[config.mk]
export PLATFORM = sky130hd
export DESIGN_NAME = prioritized_interrupt_controller
export DESIGN_NICKNAME = d
export VERILOG_FILES = /design/src/irq_ctrl_pkg.sv /design/src/prioritized_interrupt_controller.sv
export VERILOG_INCLUDE_DIRS = /design/src
export SDC_FILE = /design/constraint.sdc
export NUM_CORES = 1
export LEC_CHECK = 0
export BUFFER_PORTS_ARGS = -buffer_cell sky130_fd_sc_hd__clkbuf_2
export CORE_ASPECT_RATIO = 1.2
export CORE_UTILIZATION = 55
export DETAILED_ROUTE_END_ITERATION = 8
export PLACE_DENSITY = 0.76
export SLEW_MARGIN = 25
export SYNTH_ARGS = -nofsm -noshare
export SYNTH_HDL_FRONTEND = slang
export SYNTH_SLANG_ARGS = --single-unit
[constraint.sdc]
create_clock -name clk -period 28.1 [get_ports clk]
set_clock_uncertainty 0.15 [all_clocks]
set_input_delay 2.81 -clock clk [delete_from_list [all_inputs] [get_ports clk]]
set_output_delay 2.81 -clock clk [all_outputs]
set_load 0.02 [all_outputs]
[src/irq_ctrl_cfg.svh]
`ifndef IRQ_CTRL_CFG_SVH
`define IRQ_CTRL_CFG_SVH

// Register byte addresses
`define ADDR_PEND_STATUS 32'hFFFF_C000
`define ADDR_MASK_THRESH 32'hFFFF_C004
`define ADDR_LEVEL_GRP0  32'hFFFF_C010
`define ADDR_LEVEL_GRP1  32'hFFFF_C014
`define ADDR_LEVEL_GRP2  32'hFFFF_C018
`define ADDR_LEVEL_GRP3  32'hFFFF_C01C
`define ADDR_EXT_CONFIG  32'hFFFF_C020
`define ADDR_EDGE_CLEAR  32'hFFFF_C024
`define ADDR_EVT_STATUS  32'hFFFF_C028
`define ADDR_EVT_MASK    32'hFFFF_C02C

// Field layout
`define LEVEL_W          3
`define LEVEL_STRIDE     8
`define MASK_LSB         0
`define WDT_RST_EN_BIT   16
`define NUM_SRC          16
`define NUM_PINS         8
`define NUM_EVT          3
`define EVT_REPORT       0
`define EVT_BYPASS       1
`define EVT_NMI          2

// Source numbers of the peripheral groups
`define SRC_DMA_LSB      7
`define SRC_SERIAL_LSB   11
`define SRC_TIMER_LSB    13

// Reset values
`define LEVEL_RST        3'h0
`define MASK_RST         3'h0
`define MODE_RST         16'h0000
`define EVT_MASK_RST     3'h0

`endif

[src/irq_ctrl_pkg.sv]
package irq_ctrl_pkg;

  // Register bus request from software
  typedef struct packed {
    logic [31:0] addr;
    logic [31:0] wdata;
    logic        wr;
    logic        rd;
  } reg_req_t;

  // Detection mode of one external pin
  typedef enum logic [1:0] {
    DETECT_HIGH    = 2'b00,
    DETECT_LOW     = 2'b01,
    DETECT_RISING  = 2'b10,
    DETECT_FALLING = 2'b11
  } detect_mode_t;

  // Requests of the internal peripherals
  typedef struct packed {
    logic [2:0] timer;
    logic [1:0] serial;
    logic [3:0] dma;
  } periph_req_t;

endpackage : irq_ctrl_pkg

[src/prioritized_interrupt_controller.sv]
`timescale 1ns/1ps
`include "irq_ctrl_cfg.svh"
// How it works
// - Arbitrated source reported: bit 4 of cause set, number on bits 3:0.
// - Lowest external pin bypasses arbitration and masking, reported on cause bit 5.
// - Pins 1-7 are sources 0-6, DMA 7-10, serial 11-12, timers 13-15.
// - Three-bit level per source; larger wins; zero is never chosen, though a held source stays reported.
// - Sources with level at or below mask threshold are not chosen; a held source stays until its request clears.
// - Equal top levels: larger source number wins.
// - Reported number held until its request clears, then re-arbitrated.
// - Status register: one bit per source, 0 pending, 1 idle.
// - Each external pin detects rising, falling, high or low per mode field.
// - Edge requests stay pending until cleared through the edge-clear field.
// - Each falling edge on the non-maskable pin requests a non-maskable interrupt.
// - Non-maskable interrupt from pin, watchdog, or core write bus error.
// - Watchdog reset enable set: watchdog timeout resets chip instead.
// - Status at C000, mask at C004, level groups at C010 to C01C.
// - Level fields at bits 2:0, 10:8, 18:16, 26:24, lowest source first.
// - Mask threshold in bits 2:0 of the mask register.
module prioritized_interrupt_controller
  import irq_ctrl_pkg::*;
(
  input  wire logic        clk,
  input  wire logic        rst_b,
  input  wire reg_req_t    bus,
  output logic [31:0]      rdata,
  input  wire logic [7:0]  ext_int_pin,
  input  wire logic        nmi_pin_b,
  input  wire periph_req_t periph_req,
  input  wire logic        watchdog_req,
  input  wire logic        write_bus_err,
  output logic [5:0]       cause_pending_field,
  output logic             nmi_req,
  output logic             chip_reset_req,
  output logic             irq
);

  // Bit offset of a source's level field inside its group register
  function automatic logic [4:0] level_pos(input logic [3:0] src);
    level_pos = 5'(src[1:0] * `LEVEL_STRIDE);
  endfunction : level_pos

  // Address match helper
  function automatic logic hit(input logic [31:0] a, input logic [31:0] b);
    hit = (a == b);
  endfunction : hit

  // True for the two edge-triggered detection modes
  function automatic logic edge_mode(input detect_mode_t m);
    edge_mode = (m == DETECT_RISING) || (m == DETECT_FALLING);
  endfunction : edge_mode

  logic [2:0]  source_level_field [`NUM_SRC];
  logic [2:0]  mask_level_field;
  logic [15:0] external_detect_mode;
  logic        wdt_rst_en;
  logic [7:0]  pin_s1;
  logic [7:0]  pin_s2;
  logic [7:0]  pin_prev;
  logic [7:0]  edge_latch;
  logic [7:0]  edge_hits;
  logic [7:0]  pin_active;
  logic        nmi_s1;
  logic        nmi_s2;
  logic        nmi_prev;
  logic        held_valid;
  logic [3:0]  held_num;
  logic [2:0]  evt_status;
  logic [2:0]  evt_mask;

  // Register decode
  wire sel_status = hit(bus.addr, `ADDR_PEND_STATUS);
  wire sel_mask   = hit(bus.addr, `ADDR_MASK_THRESH);
  wire sel_cfg    = hit(bus.addr, `ADDR_EXT_CONFIG);
  wire sel_eclr   = hit(bus.addr, `ADDR_EDGE_CLEAR);
  wire sel_evt    = hit(bus.addr, `ADDR_EVT_STATUS);
  wire sel_emask  = hit(bus.addr, `ADDR_EVT_MASK);
  wire [3:0] sel_grp = {hit(bus.addr, `ADDR_LEVEL_GRP3),
                        hit(bus.addr, `ADDR_LEVEL_GRP2),
                        hit(bus.addr, `ADDR_LEVEL_GRP1),
                        hit(bus.addr, `ADDR_LEVEL_GRP0)};
  wire wr_eclr    = bus.wr & sel_eclr;

  // First synchroniser stage of the external pins; only stage two reads it
  always_ff @(posedge clk) begin
    if (!rst_b) begin
      pin_s1 <= 8'h00;
    end else begin
      pin_s1 <= ext_int_pin;
    end
  end

  // Second stage and edge history of the external pins
  always_ff @(posedge clk) begin
    if (!rst_b) begin
      pin_s2   <= 8'h00;
      pin_prev <= 8'h00;
    end else begin
      pin_s2   <= pin_s1;
      pin_prev <= pin_s2;
    end
  end

  // Non-maskable pin chain resets high, so leaving reset is no falling edge
  always_ff @(posedge clk) begin
    if (!rst_b) begin
      nmi_s1 <= 1'b1;
    end else begin
      nmi_s1 <= nmi_pin_b;
    end
  end

  // Second stage and history of the non-maskable pin
  always_ff @(posedge clk) begin
    if (!rst_b) begin
      nmi_s2   <= 1'b1;
      nmi_prev <= 1'b1;
    end else begin
      nmi_s2   <= nmi_s1;
      nmi_prev <= nmi_s2;
    end
  end

  // Per-pin detection in the selected mode
  genvar p;
  generate
    for (p = 0; p < `NUM_PINS; p++) begin : g_pin
      detect_mode_t mode;
      logic         rise;
      logic         fall;
      logic         edge_hit;
      assign mode     = detect_mode_t'(external_detect_mode[2*p +: 2]);
      assign rise     = pin_s2[p] & ~pin_prev[p];
      assign fall     = ~pin_s2[p] & pin_prev[p];
      assign edge_hit = (mode == DETECT_RISING)  ? rise :
                        (mode == DETECT_FALLING) ? fall : 1'b0;
      assign edge_hits[p] = edge_hit;
      // Level modes follow the pin; the outside party releases it
      assign pin_active[p] = edge_mode(mode) ? edge_latch[p] :
                             (mode == DETECT_HIGH) ? pin_s2[p] : ~pin_s2[p];
    end
  endgenerate

  // Edge latches; a new edge beats a clear written in the same cycle
  // Software must clear an edge request, or it stays pending forever
  wire [7:0] edge_clr        = wr_eclr ? bus.wdata[7:0] : 8'h00;
  wire [7:0] next_edge_latch = edge_hits | (edge_latch & ~edge_clr);

  always_ff @(posedge clk) begin
    if (!rst_b) begin
      edge_latch <= 8'h00;
    end else begin
      edge_latch <= next_edge_latch;
    end
  end

  // Pending vector in source-number order
  wire [15:0] pend = {periph_req.timer,
                      periph_req.serial,
                      periph_req.dma,
                      pin_active[7:1]};

  // Eligibility: nonzero level above the mask threshold
  logic [15:0] eligible;
  genvar s;
  generate
    for (s = 0; s < `NUM_SRC; s++) begin : g_elig
      assign eligible[s] = pend[s]
                         & (source_level_field[s] != 3'h0)
                         & (source_level_field[s] > mask_level_field);
    end
  endgenerate

  // Winner search; >= lets the larger number win a tie
  logic [3:0] win_num;
  logic [2:0] win_lvl;
  logic       win_any;
  always_comb begin
    win_num = 4'h0;
    win_lvl = 3'h0;
    win_any = 1'b0;
    for (int k = 0; k < `NUM_SRC; k++) begin
      if (eligible[k] && (!win_any || source_level_field[k] >= win_lvl)) begin
        win_num = 4'(k);
        win_lvl = source_level_field[k];
        win_any = 1'b1;
      end
    end
  end

  // Hold the reported source until its request goes away
  wire       keep       = held_valid & pend[held_num];
  wire       next_valid = keep | win_any;
  wire [3:0] next_num   = keep ? held_num : win_num;
  wire       new_report = next_valid & (~held_valid | (next_num != held_num));

  // Whether a source is being reported at all
  always_ff @(posedge clk) begin
    if (!rst_b) begin
      held_valid <= 1'b0;
    end else begin
      held_valid <= next_valid;
    end
  end

  // Number of the reported source; a later higher level cannot displace it
  always_ff @(posedge clk) begin
    if (!rst_b) begin
      held_num <= 4'h0;
    end else begin
      held_num <= next_num;
    end
  end

  // Bypass pin skips arbitration and masking; software orders it against the rest
  wire [5:0] next_cause = {pin_active[0], next_valid, next_num};

  // Cause field to the core
  always_ff @(posedge clk) begin
    if (!rst_b) begin
      cause_pending_field <= 6'h00;
    end else begin
      cause_pending_field <= next_cause;
    end
  end

  // Non-maskable causes and watchdog reset
  wire nmi_fall  = ~nmi_s2 & nmi_prev;
  wire wdt_nmi   = watchdog_req & ~wdt_rst_en;
  wire next_nmi  = nmi_fall | wdt_nmi | write_bus_err;

  wire next_chip_reset = watchdog_req & wdt_rst_en;

  // One-cycle non-maskable request per cause cycle
  always_ff @(posedge clk) begin
    if (!rst_b) begin
      nmi_req <= 1'b0;
    end else begin
      nmi_req <= next_nmi;
    end
  end

  // Watchdog timeout resets the chip instead when enabled
  always_ff @(posedge clk) begin
    if (!rst_b) begin
      chip_reset_req <= 1'b0;
    end else begin
      chip_reset_req <= next_chip_reset;
    end
  end

  // Mask threshold; a source at or below it is never chosen, but one already held stays reported
  always_ff @(posedge clk) begin
    if (!rst_b) begin
      mask_level_field <= `MASK_RST;
    end else if (bus.wr && sel_mask) begin
      mask_level_field <= bus.wdata[`MASK_LSB +: `LEVEL_W];
    end
  end

  // Pin detection modes and watchdog reset enable
  always_ff @(posedge clk) begin
    if (!rst_b) begin
      external_detect_mode <= `MODE_RST;
      wdt_rst_en           <= 1'b0;
    end else if (bus.wr && sel_cfg) begin
      external_detect_mode <= bus.wdata[15:0];
      wdt_rst_en           <= bus.wdata[`WDT_RST_EN_BIT];
    end
  end

  // Event mask, same layout as the event flags
  always_ff @(posedge clk) begin
    if (!rst_b) begin
      evt_mask <= `EVT_MASK_RST;
    end else if (bus.wr && sel_emask) begin
      evt_mask <= bus.wdata[`NUM_EVT-1:0];
    end
  end

  // Level fields, four to a group register
  generate
    for (s = 0; s < `NUM_SRC; s++) begin : g_lvl
      always_ff @(posedge clk) begin
        if (!rst_b) begin
          source_level_field[s] <= `LEVEL_RST;
        end else if (bus.wr && sel_grp[s/4]) begin
          source_level_field[s] <= bus.wdata[level_pos(4'(s)) +: `LEVEL_W];
        end
      end
    end
  endgenerate

  // Event flags; a new event beats the clearing read
  wire [2:0] evt_set = {next_nmi,
                        pin_active[0] & ~cause_pending_field[5],
                        new_report};
  wire       rd_evt  = bus.rd & sel_evt;

  wire [2:0] next_evt_status = evt_set | (rd_evt ? 3'h0 : evt_status);
  wire       next_irq        = |(next_evt_status & evt_mask);

  // Sticky flags, cleared by reading them
  always_ff @(posedge clk) begin
    if (!rst_b) begin
      evt_status <= 3'h0;
    end else begin
      evt_status <= next_evt_status;
    end
  end

  // Level interrupt follows the flags that are not masked
  always_ff @(posedge clk) begin
    if (!rst_b) begin
      irq <= 1'b0;
    end else begin
      irq <= next_irq;
    end
  end

  // Read data selection
  logic [31:0] grp_word [4];
  generate
    for (s = 0; s < 4; s++) begin : g_grp
      assign grp_word[s] = {5'h00, source_level_field[4*s+3],
                            5'h00, source_level_field[4*s+2],
                            5'h00, source_level_field[4*s+1],
                            5'h00, source_level_field[4*s]};
    end
  endgenerate

  wire [31:0] next_rdata =
      sel_status   ? {16'h0000, ~pend} :
      sel_mask     ? {29'h0000_0000, mask_level_field} :
      sel_grp[0]   ? grp_word[0] :
      sel_grp[1]   ? grp_word[1] :
      sel_grp[2]   ? grp_word[2] :
      sel_grp[3]   ? grp_word[3] :
      sel_cfg      ? {15'h0000, wdt_rst_en, external_detect_mode} :
      sel_eclr     ? {24'h0000_00, edge_latch} :
      sel_evt      ? {29'h0000_0000, evt_status} :
      sel_emask    ? {29'h0000_0000, evt_mask} :
      32'h0000_0000;

  always_ff @(posedge clk) begin
    if (!rst_b) begin
      rdata <= 32'h0000_0000;
    end else begin
      rdata <= bus.rd ? next_rdata : 32'h0000_0000;
    end
  end

endmodule : prioritized_interrupt_controller

==> results of run 1 <==
[flip-flops by register name (all words and copies together), names as in the netlist, 8 cells and up]
register and flops:
external_detect_mode 16, rdata 22, pin_s2 8, pin_s1 8, source_level_field 48, pin_prev 8, edge_latch 8
[cells by family after synthesis]
family          synth area share
simple gates              0.2158
compound gates            0.2146
flops                     0.3501
buf+inv                  0.04137
fa+ha+maj                 0.1148
mux                      0.05645
xor+xnor                0.006539
other cells            0.0003999
[placed cells by master, fill, tap and decap left out, types with 13 or more instances in the layout]
cell type and instances:
nand2_1 119, clkbuf_2 108, dfxtp_1 92, ha_1 86, nor2_1 78, and2_1 78, a21oi_1 68, o21ai_0 58
edfxtp_1 48, inv_1 43, nand3_1 27, mux2i_1 24, nand2b_1 23, nor3_1 20, clkbuf_16 17, a31oi_1 16
nor2b_1 15, and3_1 13, a21o_1 13
[worst max path at each step]
| stage | start | end | slack (ps) | depth (start not counted) |
|---|---|---|---|---|
| finish | mask_level_field[2] | evt_status[0] | 2960 | 110 |
| global route | mask_level_field[2] | evt_status[0] | 1310 | 112 |
| floorplan | mask_level_field[2] | evt_status[0] | 6420 | 113 |
| global placement | mask_level_field[2] | evt_status[0] | 3690 | 110 |
| CTS | mask_level_field[2] | evt_status[0] | 3240 | 110 |
| detailed placement | mask_level_field[2] | evt_status[0] | 3380 | 110 |
[per-layer routing]
layer / vias to the layer above / GRT usage
met5: - / 0
met4: 0 / 0.1617
met3: 85 / 0.05857
met2: 442 / 0.5154
met1: 4057 / 0.4062
li1: 4121 / -
[critical path, delay by kind of cell, from the launching register on]
family,cells,cell delay (ps)
adder cells (fa/ha/maj),16,4340
multiplexers,5,1760
AND/OR/NAND/NOR,37,6070
AO/OA/AOI/OAI,51,11740
flip-flops,1,320
buffers and inverters,1,610
[area by class of cell]
class / instances / area, sq um
multi-input combinational: 846 / 5739
timing repair buffer: 117 / 608.1
inverter: 43 / 161.4
clock inverter: 15 / 146.4
tap: 212 / 265.3
fill: 1432 / 5834
sequential: 140 / 3283
clock buffer: 17 / 425.4
[per-stage QoR]
step | hold slack, ps | total power, mW | setup slack, ps | util
finish | 267.5 | 0.6136 | 2957 | 0.6456
global route | 294.1 | 0.6404 | 1311 | 0.6456
CTS | 271.7 | 0.6131 | 3238 | 0.6456
detailed placement | 251.8 | 0.3956 | 3380 | 0.6109
global placement | 240.3 | 0.3919 | 3691 | 0.6109
floorplan | 236.3 | 0.3527 | 6423 | -
[where the power goes]
group / internal (mW) / total (mW) / switching (mW)
registers: 0.218 / 0.233 / 0.0150
logic: 0.0706 / 0.162 / 0.0917
clock network: 0.118 / 0.218 / 0.100
==> results by group, run 1 <==
Run status
  • Status: finished clean

Hold path
  • Hold path depth: 1
  • Hold_sp: nmi_s1
  • Hold crit path type: register to register
  • Endpoint of the worst hold path: nmi_s2

Clocking
  • Deepest clock path buffer count: 2
  • Post-cts gate resize count: 0
  • TritonCTS clock tree: yes
  • H-tree depth: 4
  • Count of hold-fix buffers inserted at cts: 0
  • Clock transition at path regs: 70 ps
  • Root Buffer: clkbuf_16
  • Worst-Skew Late Latency: 440 ps
  • Num CTS Buffers: 17
  • Setup Buffers After CTS: 0
  • Clk sinks: between 100 and 150

Setup path
  • CP max stage cell: inv_1
  • CP Max Fanout: 16
  • R2R depth: 110
  • Reg2reg start: mask_level_field[2]
  • WP data arrival: about 25000 ps
  • Most used cell, CP: ha_1
  • Worst Setup Start Kind: register
  • Slowest Stage Delay on Critical Path: a little over 600 ps
  • Critical Path RT: 28220 ps
  • Critical path class: register to register
  • Worst setup EP type: register
  • Worst flop-to-flop path endpoint: evt_status[0]
  • Flop-to-flop setup slack: 2960 ps

Power and ir drop
  • Max VDD drop: about 0.041 mV
  • P per Cell Area: around 58 nW/um^2
  • Leakage: 4.426 nW

Timing
  • Final hold vios: 0
  • Fin Setup TNS: 0 ps
  • Peak Freq: 0.03977 GHz
  • Crit share post-route: 0.8948
  • Final slew viol count: 0
  • Min Tclk post-route: 25140 ps
  • Slew headroom: 0.3970
  • Slew @ Worst Pin: between 900 and 1000 ps
  • Final Setup Violations: 0
  • RSZ-0062 raised after global routing: no

Synthesis
  • Area leader, netlist: dfxtp_1
  • Synthesized cell area: about 9400 sq um
  • Share of the yosys chip area belonging to registers: 0.3501
  • Post-Synthesis Cells: about 1100
  • Synth cell types: 73
  • Syn avg cell area: 8.804 sq um
  • Top cells by area, synth: dfxtp_1 (20%), edfxtp_1 (15%), ha_1 (11%), and2_1 (5.2%), nand2_1 (4.8%)
  • Area fraction of the dominant cell type after synthesis: 0.1964
  • Count leader, synth: nand2_1
  • Yosys reg bits: 140
  • EDFF count, synth: between 40 and 50
  • Post-synth top cells: nand2_1 (119), dfxtp_1 (92), ha_1 (86)
  • Most used flip-flop cell after synthesis: dfxtp_1
  • Ys Warns: 0
  • Ys async rst share: 0

Global routing
  • Total grt overflow: 0
  • Vias in the first global route: between 8000 and 9000
  • Pin count of the biggest net entering global routing: 43
  • GRT Overall Usage: 0.3199
  • First-pass GRT wire length: 43190 microns
  • Initial antenna violation count: 0

Routing
  • Post-Route WL: around 27000 microns
  • Drt first pass iters: 6
  • Remaining antenna violation count after routing: 0
  • Drt wl/cell: between 15 and 20 microns
  • Iter 0 DRT Violations: 897
  • Via density per instance: 6.263
  • DRC: 0
  • Via Count: 8705
  • Max Used Layer: met4
  • Metal-1 WL: ~11000 microns
  • Met3 routed WL: about 2200 microns
  • DR WL met2: roughly 13000 microns

Die
  • Die width: about 120 microns
  • Starting Density: 0.5695
  • Cell row count: 51
  • I/O pin count: 129
  • Die Area: about 18000 sq um
  • Die Ht: approximately 150 microns
  • Core area: approximately 16000 sq um

Layout
  • Final Non-Filler Cells: ~1400
  • Synth-to-Final Area Change: 13.36%
  • N_diodes: 0
  • Final instance area: 10630 sq um
  • Layout cells sized above 1: 0.1537
  • Final #Nets: about 1300

Placement
  • Placed insts: ~1400
  • IO Port Bufs: 108
  • Placed cell area: between 10000 and 15000 sq um
  • Final HPWL DP: about 21000 microns
  • Placer Congestion: about 0.93

Run
  • Max Cap Violations: 0
No activity file was read; power rests on OpenSTA's default activity.
==> inputs of run 2 (changes only) <==
--- a/config.mk
+++ b/config.mk
@@ -9,6 +9,7 @@
 export BUFFER_PORTS_ARGS = -buffer_cell sky130_fd_sc_hd__clkbuf_2
 export CORE_ASPECT_RATIO = 1.2
 export CORE_UTILIZATION = 55
+export CTS_BUF_LIST = sky130_fd_sc_hd__clkbuf_4 sky130_fd_sc_hd__clkbuf_8
 export DETAILED_ROUTE_END_ITERATION = 8
 export PLACE_DENSITY = 0.76
 export SLEW_MARGIN = 25
==> run 2 against run 1 <==
Count of clock-buffer cells in the layout did not move. Final cell count unchanged. Critical path depth unchanged. Sequential power about the same. Routed wire length decreased by 0.49%. Via count rose by 0.36%. Register-to-register slack worse by 80 ps. Critical endpoint unchanged. Setup slack worse by 83 ps. Core utilization shrank 1.2 points. Total power down 9.8%. Hold slack better by 5.8 ps.
==> results by group, run 2 (synthesis gave the netlist of run 1 again) <==
Placement
  • IO Port Bufs: 108 (unchanged)
  • Final HPWL DP: 20830 microns (unchanged)
  • Placed insts: 1358 (unchanged)
  • Placer Congestion: 0.9335 (unchanged)

Global routing
  • Initial antenna violation count: 0 (unchanged)
  • Total grt overflow: 0 (unchanged)
  • GRT Overall Usage: 0.3166 (was 0.3199)
  • Pin count of the biggest net entering global routing: 43 (unchanged)
  • First-pass GRT wire length: 42900 microns (was 43190 microns)
  • Vias in the first global route: 8065 (was 8135)

Layout
  • Max reg flops: 48 (unchanged)
  • Area of the multi-input gates: 5739 sq um (unchanged)
  • N_diodes: 0 (unchanged)
  • Leading cell type in the layout, fill and taps excluded: nand2_1 (unchanged)
  • Layout cells sized above 1: 0.1537 (unchanged)
  • Biggest regs: source_level_field x48, rdata x22, external_detect_mode x16 (unchanged)
  • Final #Nets: 1339 (unchanged)
  • Final Non-Filler Cells: 1390 (unchanged)
  • Fin util: 0.6340 (was 0.6456)
  • Synth-to-Final Area Change: 11.32% (was 13.36%)
  • Fillcell total: 1458 (was 1432)
  • Most flop-heavy register: source_level_field (unchanged)
  • Register Area: 3283 sq um (unchanged)
  • Commonest cells after routing, fill and taps aside: nand2_1 (119), clkbuf_2 (108), dfxtp_1 (92) (unchanged)

Setup path
  • Critical path class: register to register (unchanged)
  • WP data arrival: 25380 ps (was 25270 ps)
  • CP Max Fanout: 16 (unchanged)
  • Worst setup EP type: register (unchanged)
  • WP buf/inv: 1 (unchanged)
  • Worst Setup Start Kind: register (unchanged)
  • CP max stage cell: inv_1 (unchanged)
  • Most used cell, CP: ha_1 (unchanged)
  • Top delay family on crit path: compound AO/OA/AOI/OAI gates (unchanged)
  • Critical Path RT: 28250 ps (was 28220 ps)
  • Slowest Stage Delay on Critical Path: 610 ps (about the same)

Timing
  • Final slew viol count: 0 (unchanged)
  • Final hold vios: 0 (unchanged)
  • Final Setup Violations: 0 (unchanged)
  • Peak Freq: 0.03964 GHz (was 0.03977 GHz)
  • Min Tclk post-route: 25230 ps (was 25140 ps)
  • Fin Setup TNS: 0 ps (unchanged)
  • RSZ-0062 raised after global routing: no (unchanged)
  • Slew @ Worst Pin: 901.2 ps (was 902.5 ps)
  • Crit share post-route: 0.8977 (was 0.8948)
  • Slew headroom: 0.3979 (was 0.3970)
  • Worst Hold Slack: 273.3 ps (was 267.5 ps)

Power and ir drop
  • Max VDD drop: 0.03980 mV (was 0.04092 mV)
  • Leakage: 4.339 nW (was 4.426 nW)
  • P per Cell Area: 53.05 nW/um^2 (was 57.73 nW/um^2)

Clocking
  • Post-cts gate resize count: 0 (unchanged)
  • Setup Buffers After CTS: 0 (unchanged)
  • H-tree depth: 4 (unchanged)
  • Clk sinks: 140 (unchanged)
  • Count of hold-fix buffers inserted at cts: 0 (unchanged)
  • Root Buffer: clkbuf_8 (was clkbuf_16)
  • TritonCTS clock tree: yes (unchanged)
  • Clock transition at path regs: 90 ps (was 70 ps)
  • Deepest clock path buffer count: 2 (unchanged)
  • Worst-Skew Late Latency: 470 ps (was 440 ps)
  • Num CTS Buffers: 17 (unchanged)

Routing
  • Post-Route WL: 27350 microns (was 27490 microns)
  • DRC: 0 (unchanged)
  • DR WL met2: 13120 microns (was 12910 microns)
  • Drt first pass iters: 6 (unchanged)
  • Metal-1 WL: 10920 microns (was 11070 microns)
  • Via density per instance: 6.285 (was 6.263)
  • Remaining antenna violation count after routing: 0 (unchanged)
  • Met3 routed WL: 2154 microns (was 2193 microns)
  • Max Used Layer: met4 (unchanged)
  • Iter 0 DRT Violations: 788 (was 897)
  • Via Count: 8736 (was 8705)
  • Drt wl/cell: 19.68 microns (was 19.77 microns)

Die
  • I/O pin count: 129 (unchanged)
  • Die width: 121.2 microns (unchanged)
  • Cell row count: 51 (unchanged)
  • Core area: 16460 sq um (unchanged)
  • Starting Density: 0.5695 (unchanged)
  • Die Area: 17580 sq um (unchanged)
  • Die Ht: 145.0 microns (unchanged)

Hold path
  • Hold crit path type: register to register (unchanged)

Run
  • Max Cap Violations: 0 (unchanged)

Run status
  • Status: finished clean (unchanged)
run 2: cell counts in the layout (fill, tap and decap cells not counted):
Identical to the previous run, type by type.
run 2: routing by layer:
layer / up-vias / track usage
met5: - / 0
met4: 0 / 0.1481
met3: 76 / 0.06053
met2: 459 / 0.5189
met1: 4091 / 0.3975
li1: 4110 / -
run 2: worst register-to-register path, delay by kind of cell, from the launching register on:
kind,cells,cell delay (ps)
simple gates,37,6170
compound gates,51,11740
buf+inv,1,610
fa+ha+maj,16,4320
flops,1,330
mux,5,1780
run 2: worst paths after layout:
check / depth (start not counted) / slack [ps] / endpoint / startpoint
worst max-delay path: 110 / 2870 / evt_status[0] / mask_level_field[2]
worst min-delay path: 1 / 270 / nmi_s2 / nmi_s1
worst max register to register: 110 / 2870 / evt_status[0] / mask_level_field[2]
worst min register to register: 1 / 270 / nmi_s2 / nmi_s1
run 2: area by class of cell:
cell class | instances | area share
timing repair buffer | 117 | 0.05826
tap | 212 | 0.02541
sequential | 140 | 0.3146
clock inverter | 15 | 0.01403
multi-input combinational | 846 | 0.5499
inverter | 43 | 0.01546
clock buffer | 17 | 0.02242
run 2: power breakdown:
group	internal, mW	switching [mW]	leakage [nW]	total (mW)
registers	0.218	0.0151	1.20	0.233
clock network	0.0660	0.0929	0.194	0.159
logic	0.0705	0.0913	2.94	0.162
total	0.354	0.199	4.34	0.554
run 2: per-stage QoR:
step	area, sq um	setup slack (ps)	total power, mW
after CTS	10440	3250	0.5524
after detailed placement	10060	3380	0.3956
final	10440	2874	0.5537
after floorplan	9410	6423	0.3527
after global routing	10440	1334	0.5803
after global placement	10060	3691	0.3919
==> inputs of run 3 (changes only) <==
==> constraint.sdc (replaced) <==
create_clock -name clk -period 24.2 [get_ports clk]
set_clock_uncertainty 0.15 [all_clocks]
set_input_delay 2.42 -clock clk [delete_from_list [all_inputs] [get_ports clk]]
set_output_delay 2.42 -clock clk [all_outputs]
set_load 0.02 [all_outputs]
==> run 3 against run 2 <==
Count of clock-buffer cells in the layout did not move. Setup slack got worse by 1600 ps. Global-route usage rose by 0.13 points. Maximum frequency rose by 10%. Hold slack got worse by 7.8 ps. Via count rose by 0.87%. Clock power rose by 21%. First-iteration DRC count rose by 1.5%. Critical path depth rose by 2. Die area did not move. Core utilization rose by 1.0 points. Critical endpoint unchanged.
==> results by group, run 3 (synthesis gave the netlist of run 1 again) <==
Power and ir drop
  • Clk pwr share: 0.290 (was 0.287)
  • Reg power frac: 0.409 (was 0.421)
  • Max VDD drop: 0.04238 mV (was 0.03980 mV)
  • P_sw: 0.2400 mW (was 0.1993 mW)
  • P per Cell Area: 62.34 nW/um^2 (was 53.05 nW/um^2)
  • Switching share of power: 0.3630 (was 0.3599)
  • Combinational share of power: 0.301 (was 0.292)
  • Leakage: 4.402 nW (was 4.339 nW)
  • P_int: 0.4210 mW (was 0.3544 mW)

Setup path
  • CP max stage cell: edfxtp_1 (was inv_1)
  • Critical Path RT: 24440 ps (was 28250 ps)
  • CP Max Fanout: 10 (was 16)
  • Slowest Stage Delay on Critical Path: 480 ps (was 610 ps)
  • Flop-to-flop setup slack: 1300 ps (was 2870 ps)
  • Most used cell, CP: ha_1 (unchanged)
  • Worst setup EP type: register (unchanged)
  • Worst Setup Start Kind: register (unchanged)
  • Critical path class: register to register (unchanged)
  • WP data arrival: 23140 ps (was 25380 ps)

Placement
  • IO Port Bufs: 108 (unchanged)
  • Placed cell area: 10140 sq um (was 10060 sq um)
  • Placer Congestion: 0.9421 (was 0.9335)
  • Final HPWL DP: 20920 microns (was 20830 microns)

Die
  • Die width: 121.2 microns (unchanged)
  • Die Area: 17580 sq um (unchanged)
  • Core area: 16460 sq um (unchanged)
  • Starting Density: 0.5695 (unchanged)
  • Cell row count: 51 (unchanged)
  • Die Ht: 145.0 microns (unchanged)
  • I/O pin count: 129 (unchanged)

Timing
  • Slew @ Worst Pin: 971.2 ps (was 901.2 ps)
  • Peak Freq: 0.04367 GHz (was 0.03964 GHz)
  • Final hold vios: 0 (unchanged)
  • RSZ-0062 raised after global routing: no (unchanged)
  • Min Tclk post-route: 22900 ps (was 25230 ps)
  • Slew headroom: 0.3511 (was 0.3979)
  • Final Setup Violations: 0 (unchanged)
  • Fin Setup TNS: 0 ps (unchanged)
  • Crit share post-route: 0.9462 (was 0.8977)
  • Final slew viol count: 0 (unchanged)

Routing
  • Drt wl/cell: 19.56 microns (was 19.68 microns)
  • DRC: 0 (unchanged)
  • Drt first pass iters: 7 (was 6)
  • Via Count: 8812 (was 8736)
  • Via density per instance: 6.285 (about the same)
  • Post-Route WL: 27420 microns (was 27350 microns)
  • Remaining antenna violation count after routing: 0 (unchanged)
  • Iter 0 DRT Violations: 800 (was 788)

Layout
  • Most flop-heavy register: source_level_field (unchanged)
  • Max reg flops: 48 (unchanged)
  • Biggest regs: source_level_field x48, rdata x22, external_detect_mode x16 (unchanged)
  • Leading cell type in the layout, fill and taps excluded: nand2_1 (unchanged)
  • Final instance area: 10600 sq um (was 10440 sq um)
  • Fillcell total: 1468 (was 1458)
  • Synth-to-Final Area Change: 13.09% (was 11.32%)
  • Final #Nets: 1351 (was 1339)
  • Commonest cells after routing, fill and taps aside: nand2_1 (117), clkbuf_2 (108), dfxtp_1 (92) (was nand2_1 (119), clkbuf_2 (108), dfxtp_1 (92))
  • Layout cells sized above 1: 0.1714 (was 0.1537)
  • N_diodes: 0 (unchanged)

Global routing
  • Initial antenna violation count: 0 (unchanged)
  • First-pass GRT wire length: 42860 microns (was 42900 microns)
  • Vias in the first global route: 8268 (was 8065)
  • GRT Overall Usage: 0.3179 (was 0.3166)
  • Total grt overflow: 0 (unchanged)
  • Pin count of the biggest net entering global routing: 43 (unchanged)

Clocking
  • Clk sinks: 140 (unchanged)
  • Worst-Skew Late Latency: 470 ps (about the same)
  • H-tree depth: 4 (unchanged)
  • Deepest clock path buffer count: 2 (unchanged)
  • Clock transition at path regs: 100 ps (was 90 ps)
  • TritonCTS clock tree: yes (unchanged)
  • Num CTS Buffers: 17 (unchanged)
  • Count of hold-fix buffers inserted at cts: 0 (unchanged)
  • Root Buffer: clkbuf_8 (unchanged)

Run status
  • Status: finished clean (unchanged)

Run
  • Max Cap Violations: 0 (unchanged)

Hold path
  • Hold crit path type: register to register (unchanged)
-- run 3: area by class of cell --
class                   count  area [sq um]  area share
clock buffers              17         234.0     0.02206
repair buffers            129         698.2     0.06584
multi-input cells         846          5793      0.5463
clock inverters            15         168.9     0.01593
flip-flops and latches    140          3283      0.3096
inverters                  43         161.4     0.01522
well taps                 212         265.3     0.02501
-- run 3: worst max-delay path, delay by kind of cell, from the launching register on --
family	cells	cell delay (ps)
and+or+nand+nor	39	5390
DFF	1	480
adders and majority gates	16	4260
AOI/OAI and AO/OA	51	10690
buffers and inverters	1	150
muxes	5	1680
-- run 3: layer usage --
metal / up-vias / share of wire / global-route usage
met1: 4093 / 0.40 / 0.4072
met4: 0 / 0.051 / 0.1580
met2: 479 / 0.47 / 0.5109
met3: 107 / 0.085 / 0.05621
li1: 4133 / - / -
met5: - / 0 / 0
-- run 3: repair_timing --
| item | CTS | global route |
|---|---|---|
| resized for setup | 0 | 17 |
| setup endpoints to repair | 0 | 6 |
| buffers inserted | 0 | 1 |
-- run 3: worst paths after layout --
kind / cells past startpoint / endpoint / start
worst max-delay path: 112 / evt_status[0] / source_level_field[0][2]
worst max register to register: 112 / evt_status[0] / source_level_field[0][2]
worst min register to register: 1 / nmi_s2 / nmi_s1
worst min-delay path: 1 / nmi_s2 / nmi_s1
-- run 3: metrics by stage --
stage	setup slack, ps	util	std cells	hold slack (ps)	total power [mW]
2_1_floorplan	2523	-	1074	236.3	0.4096
3_3_place_gp	924.7	0.6159	1369	240.8	0.4630
3_5_place_dp	714.0	0.6159	1369	246.1	0.4668
4_1_cts	517.5	0.6404	1401	270.6	0.6561
5_1_grt	27.14	0.6441	1402	291.7	0.6943
6_report	1301	0.6441	1402	265.5	0.6610
-- run 3: power by group through the flow --
stage | logic [mW] | registers, mW | clock network [mW]
final | 0.199 | 0.270 | 0.192
after global routing | 0.219 | 0.272 | 0.203
after CTS | 0.193 | 0.270 | 0.193
after detailed placement | 0.191 | 0.275 | 0
after global placement | 0.188 | 0.275 | 0
after floorplan | 0.140 | 0.270 | 0
